**src/logic/fault_cfg_map.svh**
```systemverilog
`ifndef FAULT_CFG_MAP_SVH
`define FAULT_CFG_MAP_SVH
// Summary of operation
// - reset reloads every field from nonvolatile copy
// - threshold B code at 0x79, 0.125V steps
// - bit 7 enables single-LED short check
// - ratio code 0..3 gives 64..512
// - low-supply threshold is code*1V plus 4V
// - retry current is (code*4+4)/64 full range
// - blanking code selects 20us..4ms table
// - mask bit one blocks fault report
// - device mask bits 7..2 map six faults
// - output mask bits 2,1,0 open/short/single-LED
// - unused mask bits read zero always
// - per-channel select picks threshold A or B
// - threshold A code at 0x78, same scale
// ==========================================================
// register offsets
`define OFS_THR_A       8'h78
`define OFS_THR_B       8'h79
`define OFS_REF_CFG     8'h7a
`define OFS_TIMING_CFG  8'h7b
`define OFS_DEV_MASK    8'h7c
`define OFS_OUT_MASK    8'h7d
`define OFS_SEL_BASE    8'h70
`define OFS_IRQ_STAT    8'h90
`define OFS_IRQ_MASK    8'h91
// ==========================================================
// field positions and writable bits
`define BIT_SLS_EN      7
`define DEV_MASK_WR     8'hfc
`define OUT_MASK_WR     8'h07
`define SEL_WR          8'h77
// ==========================================================
// voltage scaling in millivolts
`define THR_STEP_MV     16'd125
`define THR_BASE_MV     16'd2500
`define SUP_STEP_MV     16'd1000
`define SUP_BASE_MV     16'd4000
// ==========================================================
// timing and nonvolatile load
`define CLK_MHZ         125
`define NVM_LOAD_CYCLES 4'd10
`endif

```
**src/logic/fault_cfg_pkg.sv**
```systemverilog
package fault_cfg_pkg;
	// state of the nonvolatile reload sequence
	typedef enum logic [1:0] {LOAD_IDLE, LOAD_RUN, LOAD_DONE} load_state_t;
endpackage

```
**src/logic/fault_cfg_decode.sv**
```systemverilog
`include "fault_cfg_map.svh"
// ==========================================================
// decodes code fields into physical quantities
module fault_cfg_decode
	import fault_cfg_pkg::*;
(
	// codes
	input  wire logic [7:0]  thr_code,
	input  wire logic [1:0]  ratio_code,
	input  wire logic [4:0]  sup_code,
	input  wire logic [3:0]  blank_code,
	// decoded values
	output logic      [15:0] thr_mv,
	output logic      [9:0]  ratio,
	output logic      [15:0] sup_mv,
	output logic      [15:0] blank_us
);
	// scaling and lookup
	always_comb begin
		thr_mv = 16'(thr_code * `THR_STEP_MV) + `THR_BASE_MV;
		ratio  = 10'(10'd64 << ratio_code);
		sup_mv = 16'(sup_code * `SUP_STEP_MV) + `SUP_BASE_MV;
		case (blank_code)
			4'h0: blank_us = 16'd100;
			4'h1: blank_us = 16'd20;
			4'h2: blank_us = 16'd30;
			4'h3: blank_us = 16'd50;
			4'h4: blank_us = 16'd80;
			4'h5: blank_us = 16'd150;
			4'h6: blank_us = 16'd200;
			4'h7: blank_us = 16'd300;
			4'h8: blank_us = 16'd500;
			4'h9: blank_us = 16'd800;
			4'ha: blank_us = 16'd1000;
			4'hb: blank_us = 16'd1200;
			4'hc: blank_us = 16'd1500;
			4'hd: blank_us = 16'd2000;
			4'he: blank_us = 16'd3000;
			default: blank_us = 16'd4000;
		endcase
	end
endmodule

```
**src/logic/fault_cfg_nvm_image.sv**
```systemverilog
`include "fault_cfg_map.svh"
// ==========================================================
// nonvolatile image: holds programmed values, registered read
module fault_cfg_nvm_image
	import fault_cfg_pkg::*;
#(
	parameter int DEPTH = 16
) (
	// clock and reset
	input  wire logic       clk_sys,
	input  wire logic       rst_n,
	// programming port
	input  wire logic       prog_we,
	input  wire logic [3:0] prog_addr,
	input  wire logic [7:0] prog_data,
	// read port
	input  wire logic [3:0] rd_addr,
	output logic      [7:0] rd_data
);
	logic [7:0] mem [DEPTH];  // programmed contents
	logic [7:0] rd_data_d;    // next read word

	// address select
	always_comb begin
		rd_data_d = mem[rd_addr];
	end

	// storage kept over reset, like real nonvolatile cells
	always_ff @(posedge clk_sys) begin
		if (prog_we) begin
			mem[prog_addr] <= prog_data;
		end
	end

	// registered read data
	always_ff @(posedge clk_sys or negedge rst_n) begin
		if (!rst_n) begin
			rd_data <= 8'h00;
		end else begin
			rd_data <= rd_data_d;
		end
	end
endmodule

```
**src/logic/led_fault_check_config_bank.sv**
```systemverilog
// The plain strobed port was left to the implementer.
`include "fault_cfg_map.svh"
// ==========================================================
// fault-check configuration bank with nonvolatile reload
module led_fault_check_config_bank
	import fault_cfg_pkg::*;
#(
	parameter int CHANNELS = 24
) (
	// clock and reset
	input  wire logic                clk_sys,
	input  wire logic                rst_n,
	// register port
	input  wire logic [7:0]          reg_addr,
	input  wire logic [7:0]          reg_wdata,
	input  wire logic                reg_wr,
	input  wire logic                reg_rd,
	output logic      [7:0]          reg_rdata,
	// nonvolatile programming port
	input  wire logic                prog_we,
	input  wire logic [3:0]          prog_addr,
	input  wire logic [7:0]          prog_data,
	// raw faults from detectors, same clock
	input  wire logic [5:0]          dev_fault_raw,
	input  wire logic [2:0]          out_fault_raw,
	// configuration outputs
	output logic                     single_led_short_check_enable,
	output logic      [9:0]          current_ratio,
	output logic      [3:0]          retry_current_code,
	output logic      [15:0]         low_supply_mv,
	output logic      [15:0]         blank_us,
	output logic      [15:0]         short_threshold_a_mv,
	output logic      [15:0]         short_threshold_b_mv,
	output logic      [CHANNELS-1:0] channel_uses_b,
	// reported faults and interrupt
	output logic      [5:0]          dev_fault_report,
	output logic      [2:0]          out_fault_report,
	output logic                     load_busy,
	output logic                     irq
);
	localparam int SEL_REGS = (CHANNELS + 5) / 6;   // selection registers
	localparam int NREG     = 6 + SEL_REGS;         // image words used

	// ==========================================================
	// register state
	logic [7:0] cfg_q [NREG];     // 0:A 1:B 2:ref 3:timing 4:dev 5:out 6+:select
	logic [7:0] cfg_d [NREG];
	logic [7:0] irq_stat_q, irq_stat_d;  // sticky events
	logic [7:0] irq_mask_q, irq_mask_d;  // one enables an event
	logic [7:0] reg_rdata_d;
	load_state_t st_q, st_d;             // reload sequencer
	logic [3:0] idx_q, idx_d;            // word being fetched
	logic [3:0] rd_addr;                 // image address
	logic [7:0] nvm_data;                // image word, one cycle late
	logic [5:0] dev_prev_q;              // edge detection of faults
	logic [2:0] out_prev_q;
	logic [7:0] events;                  // rising reported faults

	// write masks per index, read-only bits keep zero
	function automatic logic [7:0] wr_mask(input int i);
		if (i == 4) begin
			wr_mask = `DEV_MASK_WR;
		end else if (i == 5) begin
			wr_mask = `OUT_MASK_WR;
		end else if (i >= 6) begin
			wr_mask = `SEL_WR;
		end else begin
			wr_mask = 8'hff;
		end
	endfunction

	// maps a bus address to an index, or -1
	function automatic int reg_index(input logic [7:0] a);
		if (a >= `OFS_THR_A && a <= `OFS_OUT_MASK) begin
			reg_index = int'(a - `OFS_THR_A);
		end else if (a >= `OFS_SEL_BASE && a < 8'(`OFS_SEL_BASE + SEL_REGS)) begin
			reg_index = 6 + int'(a - `OFS_SEL_BASE);
		end else begin
			reg_index = -1;
		end
	endfunction

	// image fetched in order of index
	fault_cfg_nvm_image #(.DEPTH(16)) u_nvm (
		.clk_sys   (clk_sys),
		.rst_n     (rst_n),
		.prog_we   (prog_we),
		.prog_addr (prog_addr),
		.prog_data (prog_data),
		.rd_addr   (rd_addr),
		.rd_data   (nvm_data)
	);
	assign rd_addr = idx_q;

	// ==========================================================
	// reload sequencer: walks the image after every reset
	always_comb begin
		st_d  = st_q;
		idx_d = idx_q;
		case (st_q)
			LOAD_IDLE: begin
				st_d  = LOAD_RUN;
				idx_d = 4'd0;
			end
			LOAD_RUN: begin
				idx_d = idx_q + 4'd1;
				if (idx_q == 4'(NREG)) begin
					st_d = LOAD_DONE;
				end
			end
			default: begin
				st_d = LOAD_DONE;
			end
		endcase
	end

	// sequencer registers
	always_ff @(posedge clk_sys or negedge rst_n) begin
		if (!rst_n) begin
			st_q  <= LOAD_IDLE;
			idx_q <= 4'd0;
		end else begin
			st_q  <= st_d;
			idx_q <= idx_d;
		end
	end

	assign load_busy = (st_q != LOAD_DONE);

	// ==========================================================
	// configuration words: reload, then software writes
	always_comb begin
		for (int i = 0; i < NREG; i++) begin
			cfg_d[i] = cfg_q[i];
			if (st_q == LOAD_RUN && int'(idx_q) == i + 1) begin
				cfg_d[i] = nvm_data & wr_mask(i);
			end else if (!load_busy && reg_wr && reg_index(reg_addr) == i) begin
				cfg_d[i] = reg_wdata & wr_mask(i);
			end
		end
	end

	// per-word registers
	generate
		for (genvar g = 0; g < NREG; g++) begin : g_cfg
			always_ff @(posedge clk_sys or negedge rst_n) begin
				if (!rst_n) begin
					cfg_q[g] <= 8'h00;
				end else begin
					cfg_q[g] <= cfg_d[g];
				end
			end
		end
		// per-channel threshold selection, 3 per nibble
		for (genvar c = 0; c < CHANNELS; c++) begin : g_sel
			assign channel_uses_b[c] = cfg_q[6 + c / 6][(c % 6) / 3 * 4 + c % 3];
		end
	endgenerate

	// ==========================================================
	// field outputs
	assign single_led_short_check_enable = cfg_q[2][`BIT_SLS_EN];
	assign retry_current_code            = cfg_q[3][7:4];

	fault_cfg_decode u_dec_a (
		.thr_code   (cfg_q[0]),
		.ratio_code (cfg_q[2][6:5]),
		.sup_code   (cfg_q[2][4:0]),
		.blank_code (cfg_q[3][3:0]),
		.thr_mv     (short_threshold_a_mv),
		.ratio      (current_ratio),
		.sup_mv     (low_supply_mv),
		.blank_us   (blank_us)
	);
	fault_cfg_decode u_dec_b (
		.thr_code   (cfg_q[1]),
		.ratio_code (2'd0),
		.sup_code   (5'd0),
		.blank_code (4'd0),
		.thr_mv     (short_threshold_b_mv),
		.ratio      (),
		.sup_mv     (),
		.blank_us   ()
	);

	// ==========================================================
	// fault gating: a one blocks the report
	always_comb begin
		dev_fault_report = dev_fault_raw & ~cfg_q[4][7:2];
		out_fault_report = out_fault_raw & ~cfg_q[5][2:0];
		events = {2'b00, (dev_fault_report & ~dev_prev_q)} |
			{5'b00000, (out_fault_report & ~out_prev_q)};
	end

	// ==========================================================
	// interrupt status: set wins over write-one-clear
	always_comb begin
		irq_stat_d = irq_stat_q;
		irq_mask_d = irq_mask_q;
		if (reg_wr && reg_addr == `OFS_IRQ_STAT) begin
			irq_stat_d = irq_stat_q & ~reg_wdata;
		end
		irq_stat_d = irq_stat_d | events;
		if (reg_wr && reg_addr == `OFS_IRQ_MASK) begin
			irq_mask_d = reg_wdata;
		end
	end

	// interrupt and edge registers
	always_ff @(posedge clk_sys or negedge rst_n) begin
		if (!rst_n) begin
			irq_stat_q <= 8'h00;
			irq_mask_q <= 8'h00;
			dev_prev_q <= 6'h00;
			out_prev_q <= 3'h0;
		end else begin
			irq_stat_q <= irq_stat_d;
			irq_mask_q <= irq_mask_d;
			dev_prev_q <= dev_fault_report;
			out_prev_q <= out_fault_report;
		end
	end

	assign irq = |(irq_stat_q & irq_mask_q);

	// ==========================================================
	// read mux, data valid the cycle after the strobe
	always_comb begin
		reg_rdata_d = 8'h00;
		if (reg_rd) begin
			if (reg_addr == `OFS_IRQ_STAT) begin
				reg_rdata_d = irq_stat_q;
			end else if (reg_addr == `OFS_IRQ_MASK) begin
				reg_rdata_d = irq_mask_q;
			end else if (reg_index(reg_addr) >= 0) begin
				reg_rdata_d = cfg_q[reg_index(reg_addr)];
			end
		end
	end

	// read data register
	always_ff @(posedge clk_sys or negedge rst_n) begin
		if (!rst_n) begin
			reg_rdata <= 8'h00;
		end else begin
			reg_rdata <= reg_rdata_d;
		end
	end

	// ==========================================================
	// checks
	// reserved output mask bits never hold a one
	a_out_mask_zero: assert property (@(posedge clk_sys) disable iff (!rst_n)
		(cfg_q[5][7:3] == 5'd0)) else $error("output mask upper bits set");
	// reserved device mask bits never hold a one
	a_dev_mask_zero: assert property (@(posedge clk_sys) disable iff (!rst_n)
		(cfg_q[4][1:0] == 2'd0)) else $error("device mask low bits set");
	// a set output mask bit 0 hides output fault 0
	a_mask_blocks: assert property (@(posedge clk_sys) disable iff (!rst_n)
		(cfg_q[5][0] |-> !out_fault_report[0])) else $error("masked fault reported");
	// the low-supply mask sits in the top device bit
	a_dev_mask_order: assert property (@(posedge clk_sys) disable iff (!rst_n)
		(cfg_q[4][7] |-> !dev_fault_report[5])) else $error("low-supply fault not masked");
	// a write after reload lands whole in threshold b
	a_write_lands: assert property (@(posedge clk_sys) disable iff (!rst_n)
		(!load_busy && reg_wr && reg_addr == `OFS_THR_B) |=> (cfg_q[1] == $past(reg_wdata)))
		else $error("threshold write lost");
	// read-only bits of the output mask drop on write
	a_write_masked: assert property (@(posedge clk_sys) disable iff (!rst_n)
		(!load_busy && reg_wr && reg_addr == `OFS_OUT_MASK) |=>
		(cfg_q[5] == ($past(reg_wdata) & 8'h07))) else $error("mask write wrong");
	// reload ends within a bounded time after reset
	a_load_bounded: assert property (@(posedge clk_sys) disable iff (!rst_n)
		$rose(rst_n) |-> ##[1:20] !load_busy) else $error("reload too long");
	// the first image word lands in threshold a
	a_reload_word: assert property (@(posedge clk_sys) disable iff (!rst_n)
		(st_q == LOAD_RUN && idx_q == 4'd1) |=> (cfg_q[0] == $past(nvm_data)))
		else $error("reload word lost");
	// the reloaded enable bit reaches the check enable output
	a_sls_enable: assert property (@(posedge clk_sys) disable iff (!rst_n)
		(st_q == LOAD_RUN && idx_q == 4'd3) |=>
		(single_led_short_check_enable == $past(nvm_data[7]))) else $error("enable wrong");
	// top ratio code gives the largest ratio
	a_ratio_map: assert property (@(posedge clk_sys) disable iff (!rst_n)
		(cfg_q[2][6:5] == 2'd3) |-> (current_ratio == 10'd512)) else $error("ratio");
	// code zero of threshold b sits at the base voltage
	a_thr_base: assert property (@(posedge clk_sys) disable iff (!rst_n)
		(cfg_q[1] == 8'h00) |-> (short_threshold_b_mv == `THR_BASE_MV))
		else $error("threshold base wrong");
	// an unmasked event raises the interrupt next cycle
	a_irq_set: assert property (@(posedge clk_sys) disable iff (!rst_n)
		(events[0] && irq_mask_q[0]) |=> irq) else $error("irq missing");
	// writing one clears a status bit with no event pending
	a_irq_clear: assert property (@(posedge clk_sys) disable iff (!rst_n)
		(reg_wr && reg_addr == `OFS_IRQ_STAT && reg_wdata[1] && !events[1]) |=>
		!irq_stat_q[1]) else $error("status not cleared");
	// read data is zero outside its one valid cycle
	a_rdata_idle: assert property (@(posedge clk_sys) disable iff (!rst_n)
		!reg_rd |=> (reg_rdata == 8'h00)) else $error("read data not idle");
	// ==========================================================
	// main scenarios reached
	c_load_done: cover property (@(posedge clk_sys) $fell(load_busy));
	c_irq: cover property (@(posedge clk_sys) $rose(irq));
	c_thr_b: cover property (@(posedge clk_sys) channel_uses_b[0]);
	c_w1c: cover property (@(posedge clk_sys) reg_wr && reg_addr == `OFS_IRQ_STAT && |irq_stat_q);
	c_busy_write: cover property (@(posedge clk_sys) load_busy && reg_wr);
endmodule

```
**config.mk**
```make
export PLATFORM = sky130hd
export DESIGN_NAME = led_fault_check_config_bank
export DESIGN_NICKNAME = d
export VERILOG_FILES = /design/src/logic/fault_cfg_pkg.sv /design/src/logic/fault_cfg_decode.sv /design/src/logic/fault_cfg_nvm_image.sv /design/src/logic/led_fault_check_config_bank.sv
export VERILOG_INCLUDE_DIRS = /design/src /design/src/logic
export SDC_FILE = /design/constraint.sdc
export NUM_CORES = 1
export LEC_CHECK = 0
export BUFFER_PORTS_ARGS = -buffer_cell sky130_fd_sc_hd__buf_2
export CAP_MARGIN = 20
export CORE_ASPECT_RATIO = 0.5
export CORE_MARGIN = 3
export CORE_UTILIZATION = 60
export DETAILED_ROUTE_END_ITERATION = 8
export PLACE_DENSITY = 0.89
export SYNTH_ARGS = -nofsm -noshare
export SYNTH_HDL_FRONTEND = slang
export SYNTH_SLANG_ARGS = --single-unit
```
**constraint.sdc**
```tcl
create_clock -name clk_sys -period 6 [get_ports clk_sys]
set_clock_uncertainty 0.15 [all_clocks]
set_input_delay 0.6 -clock clk_sys [delete_from_list [all_inputs] [get_ports clk_sys]]
set_output_delay 0.6 -clock clk_sys [all_outputs]
set_load 0.02 [all_outputs]
```
==> results of run 1 <==
[power breakdown]
part           internal [W]  total (W)  switching (W)
clock network      0.000853    0.00147       0.000620
registers           0.00177    0.00180      0.0000271
logic              0.000315   0.000847       0.000532
[routing by layer]
metal,GRT usage,part of all wire,up-vias
li1,-,-,4967
met1,0.376,0.40,5558
met2,0.475,0.48,548
met3,0.0484,0.071,127
met4,0.108,0.043,0
met5,0,0,-
[metrics by stage]
step	hold slack [ns]	setup WS, ns
after floorplan	0.154	0.611
after global placement	0.367	0.750
after detailed placement	0.377	0.551
after CTS	0.0159	0.00585
after global routing	0.0451	-0.0356
final	-0.00687	0.126
[registers in the layout (all words and copies together) (netlist names), 4 cells and up]
name	flops
cfg_q	36
channel_uses_b	24
dev_prev_q	6
idx_q	4
irq_mask_q	8
irq_stat_q	8
reg_rdata	8
retry_current_code	4
u_nvm.mem	128
u_nvm.rd_data	8
[layout make-up]
cell class	instances	share of cell area
well taps	336	0.0247
multi-input cells	886	0.461
repair buffers	159	0.0482
flip-flops and latches	240	0.391
clock buffers	27	0.0335
clock inverters	10	0.0105
inverters	141	0.0311
[cells by family after synthesis]
logic type,share of synthesized area
other cells,0.000242
fa+ha+maj,0.162
flops,0.429
compound gates,0.117
xor+xnor,0.0220
simple gates,0.0941
buf+inv,0.0694
mux,0.106
[placed cells by master, fill, tap and decap left out, drive strengths merged, types with 14 or more instances in the layout]
cell type  netlist  routed
inv            141     141
clkbuf          36      27
nor2           108     108
buf             61     159
xnor2           29      29
edfxtp         128     128
nor3            23      23
conb             1      14
or2             18      18
dfrtp          112     112
mux2i           62      62
ha             124     124
nand2           66      66
nor2b           20      20
a21oi           73      73
o21ai           47      47
fa              48      48
mux4            40      40
[how the worst max path moves through the flow]
stage                                to  cells past startpoint
2_1_floorplan  short_threshold_a_mv[14]                     14
3_3_place_gp   short_threshold_b_mv[14]                     16
3_5_place_dp   short_threshold_b_mv[14]                     16
4_1_cts        short_threshold_b_mv[14]                     16
5_1_grt        short_threshold_b_mv[14]                     16
6_report       short_threshold_b_mv[15]                     15
==> impl_metrics.env, run 1 <==
export IMPL_vias_per_cell=6.23
export IMPL_ys_async_sr_fraction=0.467
export IMPL_rows=40
export IMPL_grt_max_degree=58
export IMPL_dieWidth_um=233
export IMPL_yosysWarnings=0
export IMPL_mappedNetlistArea_mm2=0.0155
export IMPL_synth_seq_area_share=0.429
export IMPL_cp_slowest_stage_delay_ns=0.61
export IMPL_maxCapViolCount=0
export IMPL_drt_first_pass_iters=7
export IMPL_cts_hold_buf=0
export IMPL_tightestPinTransition_ns=1.04
export IMPL_clock_latency_ns=0.52
export IMPL_post_dp_hpwl_um=29200
export IMPL_path_clk_slew_ns=0.07
export IMPL_relSlewSlack=0.298
export IMPL_synth_top_cell_by_area="edfxtp_1"
export IMPL_finalMaxSlewViolations=0
export IMPL_core_area_mm2=0.0247
export IMPL_clk_path_buf_depth=3
export IMPL_ir_drop_uv=301
export IMPL_fin_cells=1799
export IMPL_cp_slowest_cell="fa_1"
export IMPL_drc=0
export IMPL_path_delay_family="adder cells"
export IMPL_initial_core_util=0.628
export IMPL_avgRoutedWirePerCell_um=22.3
export IMPL_clock_root_buffer="clkbuf_16"
export IMPL_synth_area_leaders="edfxtp_1 (25%), dfrtp_1 (18%), ha_1 (10%), fa_1 (6.2%), mux4_2 (5.8%)"
export IMPL_post_cts_setup_buffer_count=0
export IMPL_grt_overflow=0
export IMPL_power_w=0.00412
export IMPL_cts_sinks=240
export IMPL_crit_fanout=6
export IMPL_drt_initial_drc_count=1064
export IMPL_startpoint="cfg_q[67]"
export IMPL_r2r_end="cfg_q[66]"
export IMPL_drive_gt1_frac=0.204
export IMPL_synth_cells=1351
export IMPL_crit_type="reg -> out"
export IMPL_cts_inserted_buffers=22
export IMPL_finalCriticalPeriod_ns=5.87
export IMPL_gp_congestion=0.998
export IMPL_grt_pass1_wl_um=62000
export IMPL_gr_usage_all_layers=0.284
export IMPL_place_area_mm2=0.0162
export IMPL_n_antenna_cell=0
export IMPL_synth_edf_count=128
export IMPL_yosysTopAreaCellShare=0.248
export IMPL_holdWs_ns=-0.00687
export IMPL_syn_area_per_cell_um2=11.5
export IMPL_required_ns=5.25
export IMPL_cts_tree="built"
export IMPL_final_area_mm2=0.0170
export IMPL_setup_viol=0
export IMPL_dieArea_mm2=0.0279
export IMPL_period_share=0.979
export IMPL_ios=164
export IMPL_synth_distinct_cells=72
export IMPL_htreeDepth=1
export IMPL_multi_input_area_mm2=0.00785
export IMPL_ant_nets=0
export IMPL_die_h_um=120
export IMPL_placed_cells_incl_taps=1761
export IMPL_setup_tns_ns=0
export IMPL_r2r_cells=5
export IMPL_ys_dominant_reg_cell="edfxtp_1"
export IMPL_status="finished with violations"
export IMPL_end_kind="primary output"
export IMPL_antenna_found_initial=0
export IMPL_vias=11200
export IMPL_synth_commonest_cells="inv_1 (141), edfxtp_1 (128), ha_1 (124)"
export IMPL_critPathLaunchType="flip-flop"
export IMPL_r2r_start="st_q[1]"
export IMPL_fin_util=0.690
export IMPL_ys_seq_elements=240
export IMPL_area_growth_pct=9.81
export IMPL_p_per_area_mw_per_mm2=242
export IMPL_hold_viol_final=3
export IMPL_reg2reg_slack_ns=3.18
export IMPL_cp_arrival_ns=5.12
export IMPL_cts_resized=0
export IMPL_min_path_type="in -> async"
export IMPL_fmax_ghz=0.170
export IMPL_routed_wl_um=40100
export IMPL_fillers=1765
export IMPL_power_leakage_nw=7.46
export IMPL_cp_cell_sequence="fa_1 -> inv_1 -> fa_1 -> inv_1 -> fa_1 -> inv_1 -> fa_1 -> inv_1 -> ha_1 -> nor2b_1 -> nor4_1 -> o31ai_1 -> o41ai_2 -> xnor2_1 -> buf_2"
export IMPL_first_global_vias=11200
export IMPL_violations="negative hold slack"
export IMPL_seq_area_mm2=0.00665
export IMPL_port_buffers=149
export IMPL_cp_num_buf_inv=5
export IMPL_nNetsFinal=1664
export IMPL_synth_most_common_cell="inv_1"
Power figures use the tool's default switching activity.
==> inputs of run 2 (changes only) <==
- SYNTH_HIERARCHICAL: default -> 1
==> impl_metrics.env, run 2 <==
export IMPL_status="completed"
export IMPL_end_kind="primary output"
export IMPL_first_global_vias=11400
export IMPL_gp_congestion=0.941
export IMPL_relSlewSlack=0.271
export IMPL_antenna_found_initial=0
export IMPL_rsz0062_at_grt="no"
export IMPL_p_per_area_mw_per_mm2=245
export IMPL_required_ns=5.25
export IMPL_cts_tree="built"
export IMPL_synth_cells=1326
export IMPL_final_common_cell="buf_2"
export IMPL_cp_arrival_ns=4.95
export IMPL_finalCriticalPeriod_ns=5.70
export IMPL_finalMaxSlewViolations=0
export IMPL_ir_drop_uv=301
export IMPL_setup_tns_ns=0
export IMPL_port_buffers=149
export IMPL_drt_initial_drc_count=1038
export IMPL_cts_sinks=240
export IMPL_grt_pass1_wl_um=60600
export IMPL_clock_latency_ns=0.53
export IMPL_grt_overflow=0
export IMPL_clk_path_buf_depth=3
export IMPL_period_share=0.951
export IMPL_vias_per_cell=6.26
export IMPL_maxCapViolCount=0
export IMPL_min_path_type="in -> reg"
export IMPL_drt_first_pass_iters=5
export IMPL_mappedNetlistArea_mm2=0.0155
export IMPL_critPathLaunchType="flip-flop"
export IMPL_final_cell_mix="buf_2 (149), ha_1 (128), edfxtp_1 (128)"
export IMPL_ios=164
export IMPL_crit_fanout=6
export IMPL_drc=0
export IMPL_yosysWarnings=6
export IMPL_largest_reg_flops=128
export IMPL_dieWidth_um=233
export IMPL_n_antenna_cell=0
export IMPL_cts_inserted_buffers=23
export IMPL_syn_area_per_cell_um2=11.7
export IMPL_htreeDepth=1
export IMPL_avgRoutedWirePerCell_um=21.5
export IMPL_largest_register="u_nvm/mem"
export IMPL_hold_viol_final=0
export IMPL_grt_max_degree=62
export IMPL_holdWs_ns=0.186
export IMPL_fillers=1711
export IMPL_setup_viol=0
export IMPL_fmax_ghz=0.175
export IMPL_ant_nets=0
export IMPL_die_h_um=120
export IMPL_core_area_mm2=0.0247
export IMPL_routed_wl_um=38000
export IMPL_post_dp_hpwl_um=28200
export IMPL_power_leakage_nw=7.47
export IMPL_path_clk_slew_ns=0.07
export IMPL_detailedPlace_worstSlack_ns=0.752
export IMPL_clock_root_buffer="clkbuf_16"
export IMPL_vias=11100
export IMPL_dieArea_mm2=0.0279
export IMPL_nNetsFinal=1639
export IMPL_post_cts_setup_buffer_count=0
export IMPL_gr_usage_all_layers=0.274
export IMPL_layout_setup_ws_ns=0.296
export IMPL_rows=40
export IMPL_initial_core_util=0.629
export IMPL_tightestPinTransition_ns=1.09
export IMPL_drive_gt1_frac=0.189
export IMPL_fin_util=0.688
export IMPL_area_growth_pct=9.41
export IMPL_crit_type="reg -> out"
-- run 2: path summary, 6_finish.rpt --
check / startpoint / end / depth (start not counted) / slack [ns]
setup / recovery: cfg_q[66] / short_threshold_b_mv[14] / 16 / 0.30
hold / removal: dev_fault_raw[2] / dev_prev_q[2] / 2 / 0.19
setup reg to reg: st_q[0] / channel_uses_b[10] / 6 / 3.38
hold reg to reg: channel_uses_b[8] / channel_uses_b[8] / 1 / 0.36
max in group asynchronous: rst_n / idx_q[0] / 3 / 3.90
min in group asynchronous: rst_n / channel_uses_b[5] / 2 / 0.52
-- run 2: critical path, cell delays in order (launching register included) --
cell	delay, ns
dfrtp_2	0.41
inv_1	0.10
fa_1	0.54
inv_1	0.04
ha_1	0.31
fa_1	0.54
inv_1	0.05
fa_1	0.52
inv_1	0.04
ha_1	0.32
a21o_1	0.17
a21oi_1	0.21
o21bai_1	0.13
a2111oi_2	0.41
nor2_1	0.13
o311ai_1	0.29
buf_2	0.22
-- run 2: final cells by class --
type / instances / area (um^2) / share of cell area
Clock buffer: 26 / 597 / 0.0352
Tap cell: 336 / 420 / 0.0248
Sequential cell: 240 / 6650 / 0.392
Inverter: 112 / 420 / 0.0248
Clock inverter: 14 / 189 / 0.0111
Timing Repair Buffer: 160 / 843 / 0.0497
Multi-Input combinational cell: 884 / 7850 / 0.463
-- run 2: metrics by stage --
| stage | area (um^2) | instances | power (W) |
|---|---|---|---|
| 2_1_floorplan | 15600 | 1339 | 0.00242 |
| 3_5_place_dp | 16200 | 1730 | 0.00267 |
| 3_3_place_gp | 16100 | 1729 | 0.00263 |
| 6_report | 17000 | 1772 | 0.00416 |
| 5_1_grt | 17000 | 1772 | 0.00432 |
| 4_1_cts | 16900 | 1771 | 0.00418 |
-- run 2: what timing repair did --
| item | 4_1_cts | 5_1_grt |
|---|---|---|
| endpoints found under the setup margin | 0 | 1 |
| hold endpoints to repair | 47 | 0 |
| hold buffers | 1 | 0 |
| gates resized for setup | 0 | 3 |
-- run 2: layer usage --
metal  routed length (um)  vias to the layer above  GRT usage
li1                     -                     4949          -
met1                15100                     5471      0.362
met2                18400                      542      0.464
met3                 2790                      132     0.0332
met4                 1720                        0      0.112
met5                    0                        -          0
-- run 2: power by group --
group | internal (W) | switching, W | total, W
Clock | 0.000894 | 0.000629 | 0.00152
Sequential | 0.00177 | 0.0000255 | 0.00180
Combinational | 0.000313 | 0.000528 | 0.000841
Total | 0.00298 | 0.00118 | 0.00416
==> inputs of run 3 (changes only) <==
- ABC_AREA: default -> 1
- PLACE_DENSITY: 0.89 -> 0.88
==> impl_metrics.env, run 3 <==
export IMPL_status="completed"
export IMPL_maxCapViolCount=0
export IMPL_setup_viol=0
export IMPL_routed_wl_um=41800
export IMPL_gr_usage_all_layers=0.271
export IMPL_drt_first_pass_iters=8
export IMPL_htreeDepth=1
export IMPL_hold_depth=3
export IMPL_layout_setup_ws_ns=0.642
export IMPL_crit_type="reg -> out"
export IMPL_rsz0062_at_grt="no"
export IMPL_finalMaxSlewViolations=0
export IMPL_ir_drop_uv=265
export IMPL_largest_register="u_nvm/mem"
export IMPL_ios=164
export IMPL_detailedPlace_worstSlack_ns=1.22
export IMPL_p_per_area_mw_per_mm2=229
export IMPL_initial_core_util=0.623
export IMPL_post_dp_hpwl_um=30100
export IMPL_tightestPinTransition_ns=1.09
export IMPL_mappedNetlistArea_mm2=0.0168
export IMPL_dieWidth_um=243
export IMPL_power_frac_comb=0.207
export IMPL_syn_area_per_cell_um2=8.26
export IMPL_min_from="dev_fault_raw[5]"
export IMPL_port_buffers=149
export IMPL_core_area_mm2=0.0270
export IMPL_avgRoutedWirePerCell_um=16.6
export IMPL_clock_latency_ns=0.53
export IMPL_setup_tns_ns=0
export IMPL_cts_tree="built"
export IMPL_rows=42
export IMPL_grt_overflow=0
export IMPL_area_growth_pct=8.31
export IMPL_required_ns=5.25
export IMPL_cts_resized=0
export IMPL_r2r_cells=8
export IMPL_ant_nets=0
export IMPL_relSlewSlack=0.268
export IMPL_crit_fanout=6
export IMPL_critPathLaunchType="flip-flop"
export IMPL_vias=13900
export IMPL_drive_gt1_frac=0.126
export IMPL_end_kind="primary output"
export IMPL_p_seq_frac=0.430
export IMPL_yosysWarnings=6
export IMPL_n_antenna_cell=0
export IMPL_antenna_found_initial=0
export IMPL_internal_power_w=0.00294
export IMPL_p_sw_frac=0.295
export IMPL_first_global_vias=13300
export IMPL_power_leakage_nw=9.19
export IMPL_reg2reg_slack_ns=2.85
export IMPL_clkPwrFrac=0.362
export IMPL_path_clk_slew_ns=0.06
export IMPL_final_common_cell="nand2_1"
export IMPL_min_path_type="in -> reg"
export IMPL_synth_cells=2039
export IMPL_gp_congestion=0.948
export IMPL_drc=0
export IMPL_drt_initial_drc_count=1421
export IMPL_cts_inserted_buffers=23
export IMPL_clock_root_buffer="clkbuf_16"
export IMPL_grt_max_degree=69
export IMPL_final_cell_mix="nand2_1 (531), inv_1 (337), nand3_1 (176)"
export IMPL_r2r_end="cfg_q[51]"
export IMPL_finalCriticalPeriod_ns=5.36
export IMPL_cp_arrival_ns=4.61
export IMPL_die_h_um=124
export IMPL_period_share=0.893
export IMPL_hold_viol_final=0
export IMPL_r2r_start="idx_q[2]"
export IMPL_switchingPower_w=0.00123
export IMPL_fmax_ghz=0.187
export IMPL_grt_pass1_wl_um=66700
export IMPL_clk_path_buf_depth=3
export IMPL_vias_per_cell=5.52
export IMPL_largest_reg_flops=128
export IMPL_hold_end="dev_prev_q[5]"
export IMPL_nNetsFinal=2348
export IMPL_cts_sinks=240
export IMPL_dieArea_mm2=0.0302
[run 3: layer usage]
layer	wire length (um)	part of all wire	up-vias	global-route usage
met5	0	0	-	0
li1	-	-	6643	-
met4	1820	0.044	0	0.119
met3	3590	0.086	144	0.0376
met1	16700	0.40	6454	0.356
met2	19700	0.47	677	0.453
[run 3: metrics by stage]
stage	cell area, um^2	power [W]	hold WS, ns	util	std cells
5_1_grt	18200	0.00435	0.172	0.675	2521
3_3_place_gp	17400	0.00267	0.253	0.645	2477
4_1_cts	18200	0.00418	0.153	0.674	2520
2_1_floorplan	16900	0.00244	0.154	-	2052
6_report	18200	0.00417	0.160	0.675	2521
3_5_place_dp	17400	0.00268	0.265	0.645	2477
[run 3: area by class of cell]
type / instances / area [um^2]
fill: 2122 / 8780
multi-input combinational: 1361 / 8220
sequential: 240 / 6650
inverter: 350 / 1320
timing repair buffer: 154 / 801
clock buffer: 28 / 614
tap: 374 / 468
clock inverter: 14 / 164
[run 3: worst max-delay path by stage]
stage               from                        to  slack (ns)
2_1_floorplan  cfg_q[68]  short_threshold_b_mv[12]        1.47
4_1_cts        cfg_q[68]  short_threshold_b_mv[12]        0.66
3_3_place_gp   cfg_q[68]  short_threshold_b_mv[12]        1.30
5_1_grt        cfg_q[68]  short_threshold_b_mv[12]        0.42
3_5_place_dp   cfg_q[68]  short_threshold_b_mv[12]        1.22
6_report       cfg_q[68]  short_threshold_b_mv[12]        0.64
[run 3: critical path, cell delays in order (launching register included)]
cell     delay (ns)
dfrtp_1        0.49
fa_1           0.62
inv_1          0.07
fa_1           0.46
fa_1           0.55
inv_1          0.05
fa_1           0.47
ha_1           0.37
a21o_1         0.22
nand2_1        0.06
nand2_1        0.06
a21oi_1        0.21
nor2_1         0.10
nor2_1         0.09
nand2_1        0.05
nand2_1        0.06
buf_2          0.15
[run 3: power by group through the flow]
stage | sequential, W | combinational, W | clock, W
4_1_cts | 0.00179 | 0.000864 | 0.00152
2_1_floorplan | 0.00182 | 0.000624 | 0
3_3_place_gp | 0.00183 | 0.000841 | 0
5_1_grt | 0.00180 | 0.000962 | 0.00159
6_report | 0.00179 | 0.000865 | 0.00151
3_5_place_dp | 0.00183 | 0.000857 | 0
[run 3: repair_timing]
action | 4_1_cts | 5_1_grt
endpoints found under the setup margin | 0 | 0
buffers inserted | 0 | 0
hold buffers | 1 | 0
hold endpoints to repair | 2 | 0
